===== src/uiec_pkg.sv =====
package uiec_pkg;

  // ---------------------------------------------------------------------------
  // Answers returned to the host on an IN token
  // ---------------------------------------------------------------------------
  typedef enum logic [2:0] {
    UIEC_RESP_NONE  = 3'h0,
    UIEC_RESP_DATA  = 3'h1,
    UIEC_RESP_ZLP   = 3'h2,
    UIEC_RESP_NAK   = 3'h3,
    UIEC_RESP_STALL = 3'h4
  } uiec_resp_t;

  // ---------------------------------------------------------------------------
  // Packet slot accounting
  // ---------------------------------------------------------------------------
  localparam int          UIEC_CNT_W       = 2;
  localparam logic [1:0]  UIEC_CNT_ZERO    = 2'h0;
  localparam logic [1:0]  UIEC_CNT_ONE     = 2'h1;
  localparam logic [1:0]  UIEC_SLOTS_SINGLE = 2'h1;
  localparam logic [1:0]  UIEC_SLOTS_DOUBLE = 2'h2;

  // ---------------------------------------------------------------------------
  // Byte pointer of the endpoint FIFO
  // ---------------------------------------------------------------------------
  localparam int          UIEC_PTR_W       = 10;
  localparam logic [9:0]  UIEC_PTR_RESET   = 10'h000;
  localparam logic [9:0]  UIEC_PTR_STEP    = 10'h001;

  // ---------------------------------------------------------------------------
  // Discard request counter of the far end
  // ---------------------------------------------------------------------------
  localparam int          UIEC_DISC_W      = 4;
  localparam logic [3:0]  UIEC_DISC_ZERO   = 4'h0;
  localparam logic [3:0]  UIEC_DISC_ONE    = 4'h1;
  localparam logic [3:0]  UIEC_DISC_MAX    = 4'hF;

  // ---------------------------------------------------------------------------
  // State machines
  // ---------------------------------------------------------------------------
  typedef enum logic [0:0] {
    UIEC_DEV_IDLE  = 1'h0,
    UIEC_DEV_FLUSH = 1'h1
  } uiec_dev_state_t;

  typedef enum logic [1:0] {
    UIEC_HOST_IDLE     = 2'h0,
    UIEC_HOST_WAIT_SET = 2'h1,
    UIEC_HOST_WAIT_CLR = 2'h2
  } uiec_host_state_t;

endpackage


===== src/uiec_link_if.sv =====
`timescale 1ns/1ps
interface uiec_link_if;
  // Far end to endpoint: link events and control bit writes.
  logic                   in_token;
  logic                   sof;
  logic                   wr_ready;
  logic                   wr_stall;
  logic                   stall_value;
  logic                   wr_flush;
  logic                   clr_underrun;
  logic                   load_byte;
  // Endpoint to far end: answers and status bits.
  logic                   resp_valid;
  uiec_pkg::uiec_resp_t   resp_kind;
  logic                   in_packet_ready;
  logic                   send_stall_request;
  logic                   underrun_flag;
  logic                   fifo_has_packets;
  logic                   flush_busy;

  modport dev (
    input  in_token, sof, wr_ready, wr_stall, stall_value, wr_flush, clr_underrun, load_byte,
    output resp_valid, resp_kind, in_packet_ready, send_stall_request, underrun_flag,
           fifo_has_packets, flush_busy
  );

  modport host (
    output in_token, sof, wr_ready, wr_stall, stall_value, wr_flush, clr_underrun, load_byte,
    input  resp_valid, resp_kind, in_packet_ready, send_stall_request, underrun_flag,
           fifo_has_packets, flush_busy
  );
endinterface


===== src/uiec_dev_end.sv =====
`timescale 1ns/1ps
module uiec_dev_end (
  input  wire logic                           core_clk_i,
  input  wire logic                           resetn_i,
  input  wire logic                           ce_i,
  input  wire logic                           iso_mode_i,
  input  wire logic                           double_buffer_enable_i,
  input  wire logic                           hold_until_frame_start_i,
  input  wire logic                           irq_enable_i,
  output logic                                ep_irq_o,
  output logic [uiec_pkg::UIEC_PTR_W-1:0]     fifo_ptr_o,
  output logic [uiec_pkg::UIEC_CNT_W-1:0]     pkt_count_o,
  uiec_link_if.dev                            link
);

  // ---------------------------------------------------------------------------
  // Packet queue and flush sequence
  // ---------------------------------------------------------------------------
  uiec_pkg::uiec_dev_state_t             state, next_state;
  logic [uiec_pkg::UIEC_CNT_W-1:0]       cnt, next_cnt;
  logic                                  held, next_held;
  logic [uiec_pkg::UIEC_PTR_W-1:0]       ptr, next_ptr;
  logic [uiec_pkg::UIEC_CNT_W-1:0]       slots;
  logic                                  stall_live;
  logic                                  has_pkt;
  logic                                  add_pkt;
  logic                                  sub_pkt;
  logic                                  flush_now;
  logic                                  arm_hold;

  // Stall only takes part in bulk/interrupt handling.
  assign stall_live = link.send_stall_request && !iso_mode_i;
  assign slots      = double_buffer_enable_i ? uiec_pkg::UIEC_SLOTS_DOUBLE
                                             : uiec_pkg::UIEC_SLOTS_SINGLE;
  assign has_pkt    = cnt != uiec_pkg::UIEC_CNT_ZERO;
  assign flush_now  = state == uiec_pkg::UIEC_DEV_FLUSH;
  // A packet loaded in frame-hold mode waits outside the queue for the next SOF.
  assign arm_hold   = link.wr_ready && iso_mode_i && hold_until_frame_start_i && !held;

  always_comb begin
    next_state = state;
    next_held  = held;
    next_ptr   = ptr;
    add_pkt    = 1'b0;
    sub_pkt    = 1'b0;
    case (state)
      uiec_pkg::UIEC_DEV_IDLE: begin
        if (link.wr_flush) begin
          next_state = uiec_pkg::UIEC_DEV_FLUSH;
        end
      end
      uiec_pkg::UIEC_DEV_FLUSH: begin
        next_state = uiec_pkg::UIEC_DEV_IDLE;
      end
      default: begin
        next_state = uiec_pkg::UIEC_DEV_IDLE;
      end
    endcase
    // Flush drops the oldest queued packet; a held one counts as next in line.
    if (flush_now) begin
      next_ptr = uiec_pkg::UIEC_PTR_RESET;
      if (has_pkt) begin
        sub_pkt = 1'b1;
      end else if (held) begin
        next_held = 1'b0;
      end
    end else if (link.in_token && has_pkt && !stall_live) begin
      sub_pkt = 1'b1;
    end
    if (link.load_byte && !flush_now) begin
      next_ptr = ptr + uiec_pkg::UIEC_PTR_STEP;
    end
    if (arm_hold) begin
      next_held = 1'b1;
    end else if (link.sof && next_held) begin
      // A held packet just dropped by a flush must not be released as well.
      next_held = 1'b0;
      add_pkt   = 1'b1;
    end else if (link.wr_ready && !(iso_mode_i && hold_until_frame_start_i)) begin
      add_pkt   = 1'b1;
    end
    next_cnt = cnt;
    if (add_pkt && !sub_pkt && cnt != slots) begin
      next_cnt = cnt + uiec_pkg::UIEC_CNT_ONE;
    end else if (sub_pkt && !add_pkt) begin
      next_cnt = cnt - uiec_pkg::UIEC_CNT_ONE;
    end
  end

  always_ff @(posedge core_clk_i or negedge resetn_i) begin
    if (!resetn_i) begin
      state <= uiec_pkg::UIEC_DEV_IDLE;
      cnt   <= uiec_pkg::UIEC_CNT_ZERO;
      held  <= 1'b0;
      ptr   <= uiec_pkg::UIEC_PTR_RESET;
    end else if (ce_i) begin
      state <= next_state;
      cnt   <= next_cnt;
      held  <= next_held;
      ptr   <= next_ptr;
    end
  end

  // ---------------------------------------------------------------------------
  // Token answers and status bits
  // ---------------------------------------------------------------------------
  uiec_pkg::uiec_resp_t next_kind;
  logic                 next_valid;
  logic                 next_ready;
  logic                 next_stall;
  logic                 next_underrun;
  logic                 next_has;
  logic                 next_busy;
  logic                 next_irq;
  logic                 underrun_set;

  always_comb begin
    next_valid   = 1'b0;
    next_kind    = uiec_pkg::UIEC_RESP_NONE;
    underrun_set = 1'b0;
    if (link.in_token && !flush_now) begin
      next_valid = 1'b1;
      if (stall_live) begin
        next_kind = uiec_pkg::UIEC_RESP_STALL;
      end else if (has_pkt) begin
        next_kind = uiec_pkg::UIEC_RESP_DATA;
      end else if (iso_mode_i) begin
        next_kind    = uiec_pkg::UIEC_RESP_ZLP;
        underrun_set = 1'b1;
      end else begin
        next_kind    = uiec_pkg::UIEC_RESP_NAK;
        underrun_set = 1'b1;
      end
    end else if (link.in_token) begin
      // A token that meets the flush cycle is refused with NAK, or STALL while a stall is live; the queue is moving.
      next_valid = 1'b1;
      next_kind  = stall_live ? uiec_pkg::UIEC_RESP_STALL : uiec_pkg::UIEC_RESP_NAK;
      underrun_set = !stall_live;
    end
    // A new underrun wins over a clear in the same cycle.
    if (underrun_set) begin
      next_underrun = 1'b1;
    end else if (link.clr_underrun) begin
      next_underrun = 1'b0;
    end else begin
      next_underrun = link.underrun_flag;
    end
    next_stall = link.wr_stall ? link.stall_value : link.send_stall_request;
    // Double buffered the flag stands only while no slot is free.
    if (double_buffer_enable_i) begin
      next_ready = next_cnt == slots;
    end else begin
      next_ready = next_cnt != uiec_pkg::UIEC_CNT_ZERO;
    end
    next_has  = (next_cnt != uiec_pkg::UIEC_CNT_ZERO) || next_held;
    next_busy = next_state == uiec_pkg::UIEC_DEV_FLUSH;
    // Every hardware drop of the ready flag, flush included, is an event.
    next_irq  = irq_enable_i && link.in_packet_ready && !next_ready;
  end

  always_ff @(posedge core_clk_i or negedge resetn_i) begin
    if (!resetn_i) begin
      link.resp_valid         <= 1'b0;
      link.resp_kind          <= uiec_pkg::UIEC_RESP_NONE;
      link.in_packet_ready    <= 1'b0;
      link.send_stall_request <= 1'b0;
      link.underrun_flag      <= 1'b0;
      link.fifo_has_packets   <= 1'b0;
      link.flush_busy         <= 1'b0;
      ep_irq_o                <= 1'b0;
      fifo_ptr_o              <= uiec_pkg::UIEC_PTR_RESET;
      pkt_count_o             <= uiec_pkg::UIEC_CNT_ZERO;
    end else if (ce_i) begin
      link.resp_valid         <= next_valid;
      link.resp_kind          <= next_kind;
      link.in_packet_ready    <= next_ready;
      link.send_stall_request <= next_stall;
      link.underrun_flag      <= next_underrun;
      link.fifo_has_packets   <= next_has;
      link.flush_busy         <= next_busy;
      ep_irq_o                <= next_irq;
      fifo_ptr_o              <= next_ptr;
      pkt_count_o             <= next_cnt;
    end
  end

  // ---------------------------------------------------------------------------
  // Notes
  // ---------------------------------------------------------------------------
  // The ready flag is a view of the slot count, so firmware writes of 1 only
  // add a packet; a write while every slot is taken, with no token or flush freeing
  // one in the same cycle, is dropped, since there is no room to queue it and overwriting would corrupt the packet in flight.

endmodule


===== src/flat_wrapper.sv =====
// flat-port wrapper written by rule: the top's interface ports become plain ports
module uiec_dev_end_flat 
  (core_clk_i, resetn_i, ce_i, iso_mode_i, double_buffer_enable_i, hold_until_frame_start_i, irq_enable_i, ep_irq_o, fifo_ptr_o, pkt_count_o, link_in_token, link_sof, link_wr_ready, link_wr_stall, link_stall_value, link_wr_flush, link_clr_underrun, link_load_byte, link_resp_valid, link_resp_kind, link_in_packet_ready, link_send_stall_request, link_underrun_flag, link_fifo_has_packets, link_flush_busy);
  uiec_link_if link_i ();
  input  wire logic core_clk_i;
  input  wire logic resetn_i;
  input  wire logic ce_i;
  input  wire logic iso_mode_i;
  input  wire logic double_buffer_enable_i;
  input  wire logic hold_until_frame_start_i;
  input  wire logic irq_enable_i;
  output logic ep_irq_o;
  output logic [uiec_pkg::UIEC_PTR_W-1:0] fifo_ptr_o;
  output logic [uiec_pkg::UIEC_CNT_W-1:0] pkt_count_o;
  input wire logic [$bits(link_i.in_token)-1:0] link_in_token;
  input wire logic [$bits(link_i.sof)-1:0] link_sof;
  input wire logic [$bits(link_i.wr_ready)-1:0] link_wr_ready;
  input wire logic [$bits(link_i.wr_stall)-1:0] link_wr_stall;
  input wire logic [$bits(link_i.stall_value)-1:0] link_stall_value;
  input wire logic [$bits(link_i.wr_flush)-1:0] link_wr_flush;
  input wire logic [$bits(link_i.clr_underrun)-1:0] link_clr_underrun;
  input wire logic [$bits(link_i.load_byte)-1:0] link_load_byte;
  output wire logic [$bits(link_i.resp_valid)-1:0] link_resp_valid;
  output wire logic [$bits(link_i.resp_kind)-1:0] link_resp_kind;
  output wire logic [$bits(link_i.in_packet_ready)-1:0] link_in_packet_ready;
  output wire logic [$bits(link_i.send_stall_request)-1:0] link_send_stall_request;
  output wire logic [$bits(link_i.underrun_flag)-1:0] link_underrun_flag;
  output wire logic [$bits(link_i.fifo_has_packets)-1:0] link_fifo_has_packets;
  output wire logic [$bits(link_i.flush_busy)-1:0] link_flush_busy;
  assign link_i.in_token = link_in_token;
  assign link_i.sof = link_sof;
  assign link_i.wr_ready = link_wr_ready;
  assign link_i.wr_stall = link_wr_stall;
  assign link_i.stall_value = link_stall_value;
  assign link_i.wr_flush = link_wr_flush;
  assign link_i.clr_underrun = link_clr_underrun;
  assign link_i.load_byte = link_load_byte;
  assign link_resp_valid = link_i.resp_valid;
  assign link_resp_kind = link_i.resp_kind;
  assign link_in_packet_ready = link_i.in_packet_ready;
  assign link_send_stall_request = link_i.send_stall_request;
  assign link_underrun_flag = link_i.underrun_flag;
  assign link_fifo_has_packets = link_i.fifo_has_packets;
  assign link_flush_busy = link_i.flush_busy;
  uiec_dev_end u_core (.core_clk_i(core_clk_i), .resetn_i(resetn_i), .ce_i(ce_i), .iso_mode_i(iso_mode_i), .double_buffer_enable_i(double_buffer_enable_i), .hold_until_frame_start_i(hold_until_frame_start_i), .irq_enable_i(irq_enable_i), .ep_irq_o(ep_irq_o), .fifo_ptr_o(fifo_ptr_o), .pkt_count_o(pkt_count_o), .link(link_i));
endmodule

===== config.mk =====
export PLATFORM = sky130hd
export DESIGN_NAME = uiec_dev_end_flat
export DESIGN_NICKNAME = d
export VERILOG_FILES = /design/src/uiec_pkg.sv /design/src/uiec_link_if.sv /design/src/uiec_dev_end.sv /design/src/flat_wrapper.sv
export SDC_FILE = /design/constraint.sdc
export NUM_CORES = 1
export LEC_CHECK = 0
export ABC_AREA = 1
export BUFFER_PORTS_ARGS = -buffer_cell sky130_fd_sc_hd__buf_2
export CAP_MARGIN = 20
export CORE_MARGIN = 2
export CORE_UTILIZATION = 54
export CTS_CLUSTER_DIAMETER = 50
export CTS_CLUSTER_SIZE = 14
export DETAILED_ROUTE_END_ITERATION = 7
export HOLD_SLACK_MARGIN = 0.05
export PLACE_DENSITY = 0.94
export SYNTH_ARGS = -nofsm -noshare
export SYNTH_HDL_FRONTEND = slang
export SYNTH_SLANG_ARGS = --single-unit
export TNS_END_PERCENT = 1

===== constraint.sdc =====
create_clock -name core_clk_i -period 4.8 [get_ports core_clk_i]
set_input_delay 0.72 -clock core_clk_i [delete_from_list [all_inputs] [get_ports core_clk_i]]
set_output_delay 0.72 -clock core_clk_i [all_outputs]
set_load 0.01 [all_outputs]

==> impl_metrics.toml <==
[status]
run_status = "completed"

[cells_and_area]
antenna_cells = 0
final_cells = 215
area_growth_pct = 19.3
multi_input_area_um2 = 544
stdcell_area_um2 = 1430
drive_above_1_share_pct = 27.8
fill_cells = 187
final_net_count = 205
regArea_um2 = 576

[job]
cap_violations = 0

[clocking]
numCtsBuffers = 3
clkTransAtPathRegs_ns = 0.12
clockBufferDepth = 2
cts_root_buffer = "clkbuf_4"
cts_hold_buf = 0
cts-htree-levels = 1
cts_sinks = 23
cts_setup_buffers = 0
clk_latency_ns = 0.29
ctsResizeCount = 0
cts_tree = "yes"

[worst_setup_path]
crit_start = "u_core.pkt_count_o[0]$_DFFE_PN0P_"
crit_path_max_fanout = 5
ff2ff_setup_slack_ns = 2.97
r2r-start = "u_core.pkt_count_o[0]$_DFFE_PN0P_"
cp.required_ns = 5.00
cp-end-kind = "register"
crit_slowest_cell = "dfrtp_1"
crit_chain = "inv_1, ha_1, nand2_1, nand3_1, nand2_2, inv_1, nand2_1, nand3_1, nand2_2, nand3_2, nand3_1, nand2_1"
worst-endpoint-arrival_ns = 2.03
slowest_delay_ns = 0.44
start_kind = "register"
path_class = "reg -> reg"

[drt]
antenna_left = 0
finalWirelength_um = 2610
vias = 1144
wl_per_cell_um = 12.1
drt_iter0_drc = 33
vias_per_cell = 5.32
route.detailed.drc = 0
dr.pass1.iters = 4

[yosys]
synth-seq-cells = 23
synth.distinct_cells = 27
ys_warn_count = 0
yosysSeqAreaShare_pct = 47.9
synth_top_area_share_pct = 47.9
synth_edf_count = 0
synth-async-reset-ratio_pct = 100
yosysTopAreaCell = "dfrtp_1"
synthFlopType = "dfrtp_1"
synth_cells = 149
syn_area_per_cell_um2 = 8.07
synth_most_common_cell = "nand2_1"
synth_area_um2 = 1200
synthTopCellsByArea = "dfrtp_1 (48%), nand2_1 (11%), nand3_1 (7.1%)"
synthesis.nets = 166
synth_common_cells = "nand2_1 (36), dfrtp_1 (23), nand3_1 (17), inv_1 (16), a21oi_1 (11)"

[floorplan]
die_x_um = 51.2
ioPinCount = 37
num_rows = 17
core_area_um2 = 2150
die_y_um = 51.2
start_util_pct = 56.0
dieArea_um2 = 2620

[timing]
finalHoldViolations = 0
finClkSkew_ns = 0.00164
fin_crit_sh_pct = 38.2
fin_crit_ns = 1.83
worst_slack_ns = 2.97
worst_slew_pin_slew_ns = 0.488
relSlewSlack_pct = 67.4
slew_violations = 0
setup_viol = 0
fmax_mhz = 545
fin_setup_tns_ns = 0
rsz0062_at_grt = "false"

[placed_design]
place_congestion = 0.814
place_area_um2 = 1410
place_hpwl_um = 2050
io_buffers = 36
dp_cells = 211
dp_slack_ns = 2.81

[grt]
grt.overflow.total = 0
antenna_found_initial = 0
grt_util_all_layers_pct = 23.2
first_global_vias = 1185
grt_pass1_wl_um = 4730
grt_max_degree = 24

[power_and_ir_drop]
leakage_nw = 0.809
ir_drop_uv = 291
power_density_nw_per_um2 = 428

[min_path]
hold_class = "in -> async"
==> power by group <==
| group | switching, mW | leakage (nW) | internal [mW] |
|---|---|---|---|
| sequential | 0.0363 | 0.296 | 0.233 |
| combinational | 0.164 | 0.496 | 0.0969 |
| clock | 0.0535 | 0.0177 | 0.0310 |
==> path summary, 6_finish.rpt <==
| check | to | cells past startpoint |
|---|---|---|
| worst max-delay path | u_core.link.in_packet_ready$_DFFE_PN0P_ | 12 |
| worst max register to register | u_core.link.in_packet_ready$_DFFE_PN0P_ | 12 |
| max in group asynchronous | u_core.fifo_ptr_o[7]$_DFFE_PN0P_ | 1 |
| worst min-delay path | u_core.link.fifo_has_packets$_DFFE_PN0P_ | 1 |
| worst min register to register | u_core.link.resp_valid$_DFFE_PN0P_ | 2 |
| min in group core_clk_i | u_core.link.resp_valid$_DFFE_PN0P_ | 2 |
==> kinds of logic after synthesis <==
group           share of synthesized area [%]
simple gates                             31.8
flops                                    47.9
compound gates                           10.6
buf+inv                                  6.87
fa+ha+maj                                2.08
xor+xnor                                0.729
==> layout by cell type, fill, tap and decap left out, drive strengths merged <==
cell / instances
xor2: 1
a21oi: 11
o211ai: 1
o21a: 1
nand4: 1
nor3: 6
buf: 36
clkinv: 3
nor3b: 1
nor2: 10
a31oi: 1
nand3: 18
clkbuf: 3
o21ai: 5
a32o: 1
o21bai: 1
nand2: 44
inv: 17
ha: 2
dfrtp: 23
o221ai: 1
==> worst max-delay path, delay by kind of cell (launching register included) <==
| family | cells | cell delay, ns |
|---|---|---|
| fa+ha+maj | 1 | 0.26 |
| flops | 1 | 0.44 |
| buf+inv | 2 | 0.16 |
| simple gates | 9 | 0.87 |
==> routing by layer <==
layer  global-route usage, %  routed length (µm)
met4                    8.11                  20
met5                       0                   0
met1                    27.7                1070
met2                    41.3                1350
met3                    4.39                 169
==> cell type report <==
class,count,share of cell area (%)
flip-flops and latches,23,40.1
multi-input cells,105,38.0
repair buffers,36,12.6
inverters,19,4.97
well taps,28,2.44
clock buffers,3,1.57
clock inverters,1,0.349
==> state kept, by name, indices dropped and copies added, names as in the netlist <==
signal	flops
u_core.link.fifo_has_packets	1
u_core.link.flush_busy	1
u_core.link.in_packet_ready	1
u_core.fifo_ptr_o	10
u_core.link.underrun_flag	1
u_core.held	1
u_core.pkt_count_o	2
u_core.link.resp_kind	3
u_core.ep_irq_o	1
u_core.link.resp_valid	1
u_core.link.send_stall_request	1
==> metrics by stage <==
step	total power, mW	hold slack [ns]	utilization, %
4_1_cts	0.614	0.389	66.7
3_3_place_gp	0.512	0.460	65.5
3_5_place_dp	0.528	0.462	65.5
5_1_grt	0.670	0.387	66.7
2_1_floorplan	0.440	0.424	-
6_report	0.614	0.363	66.7
Power figures use the tool's default switching activity.
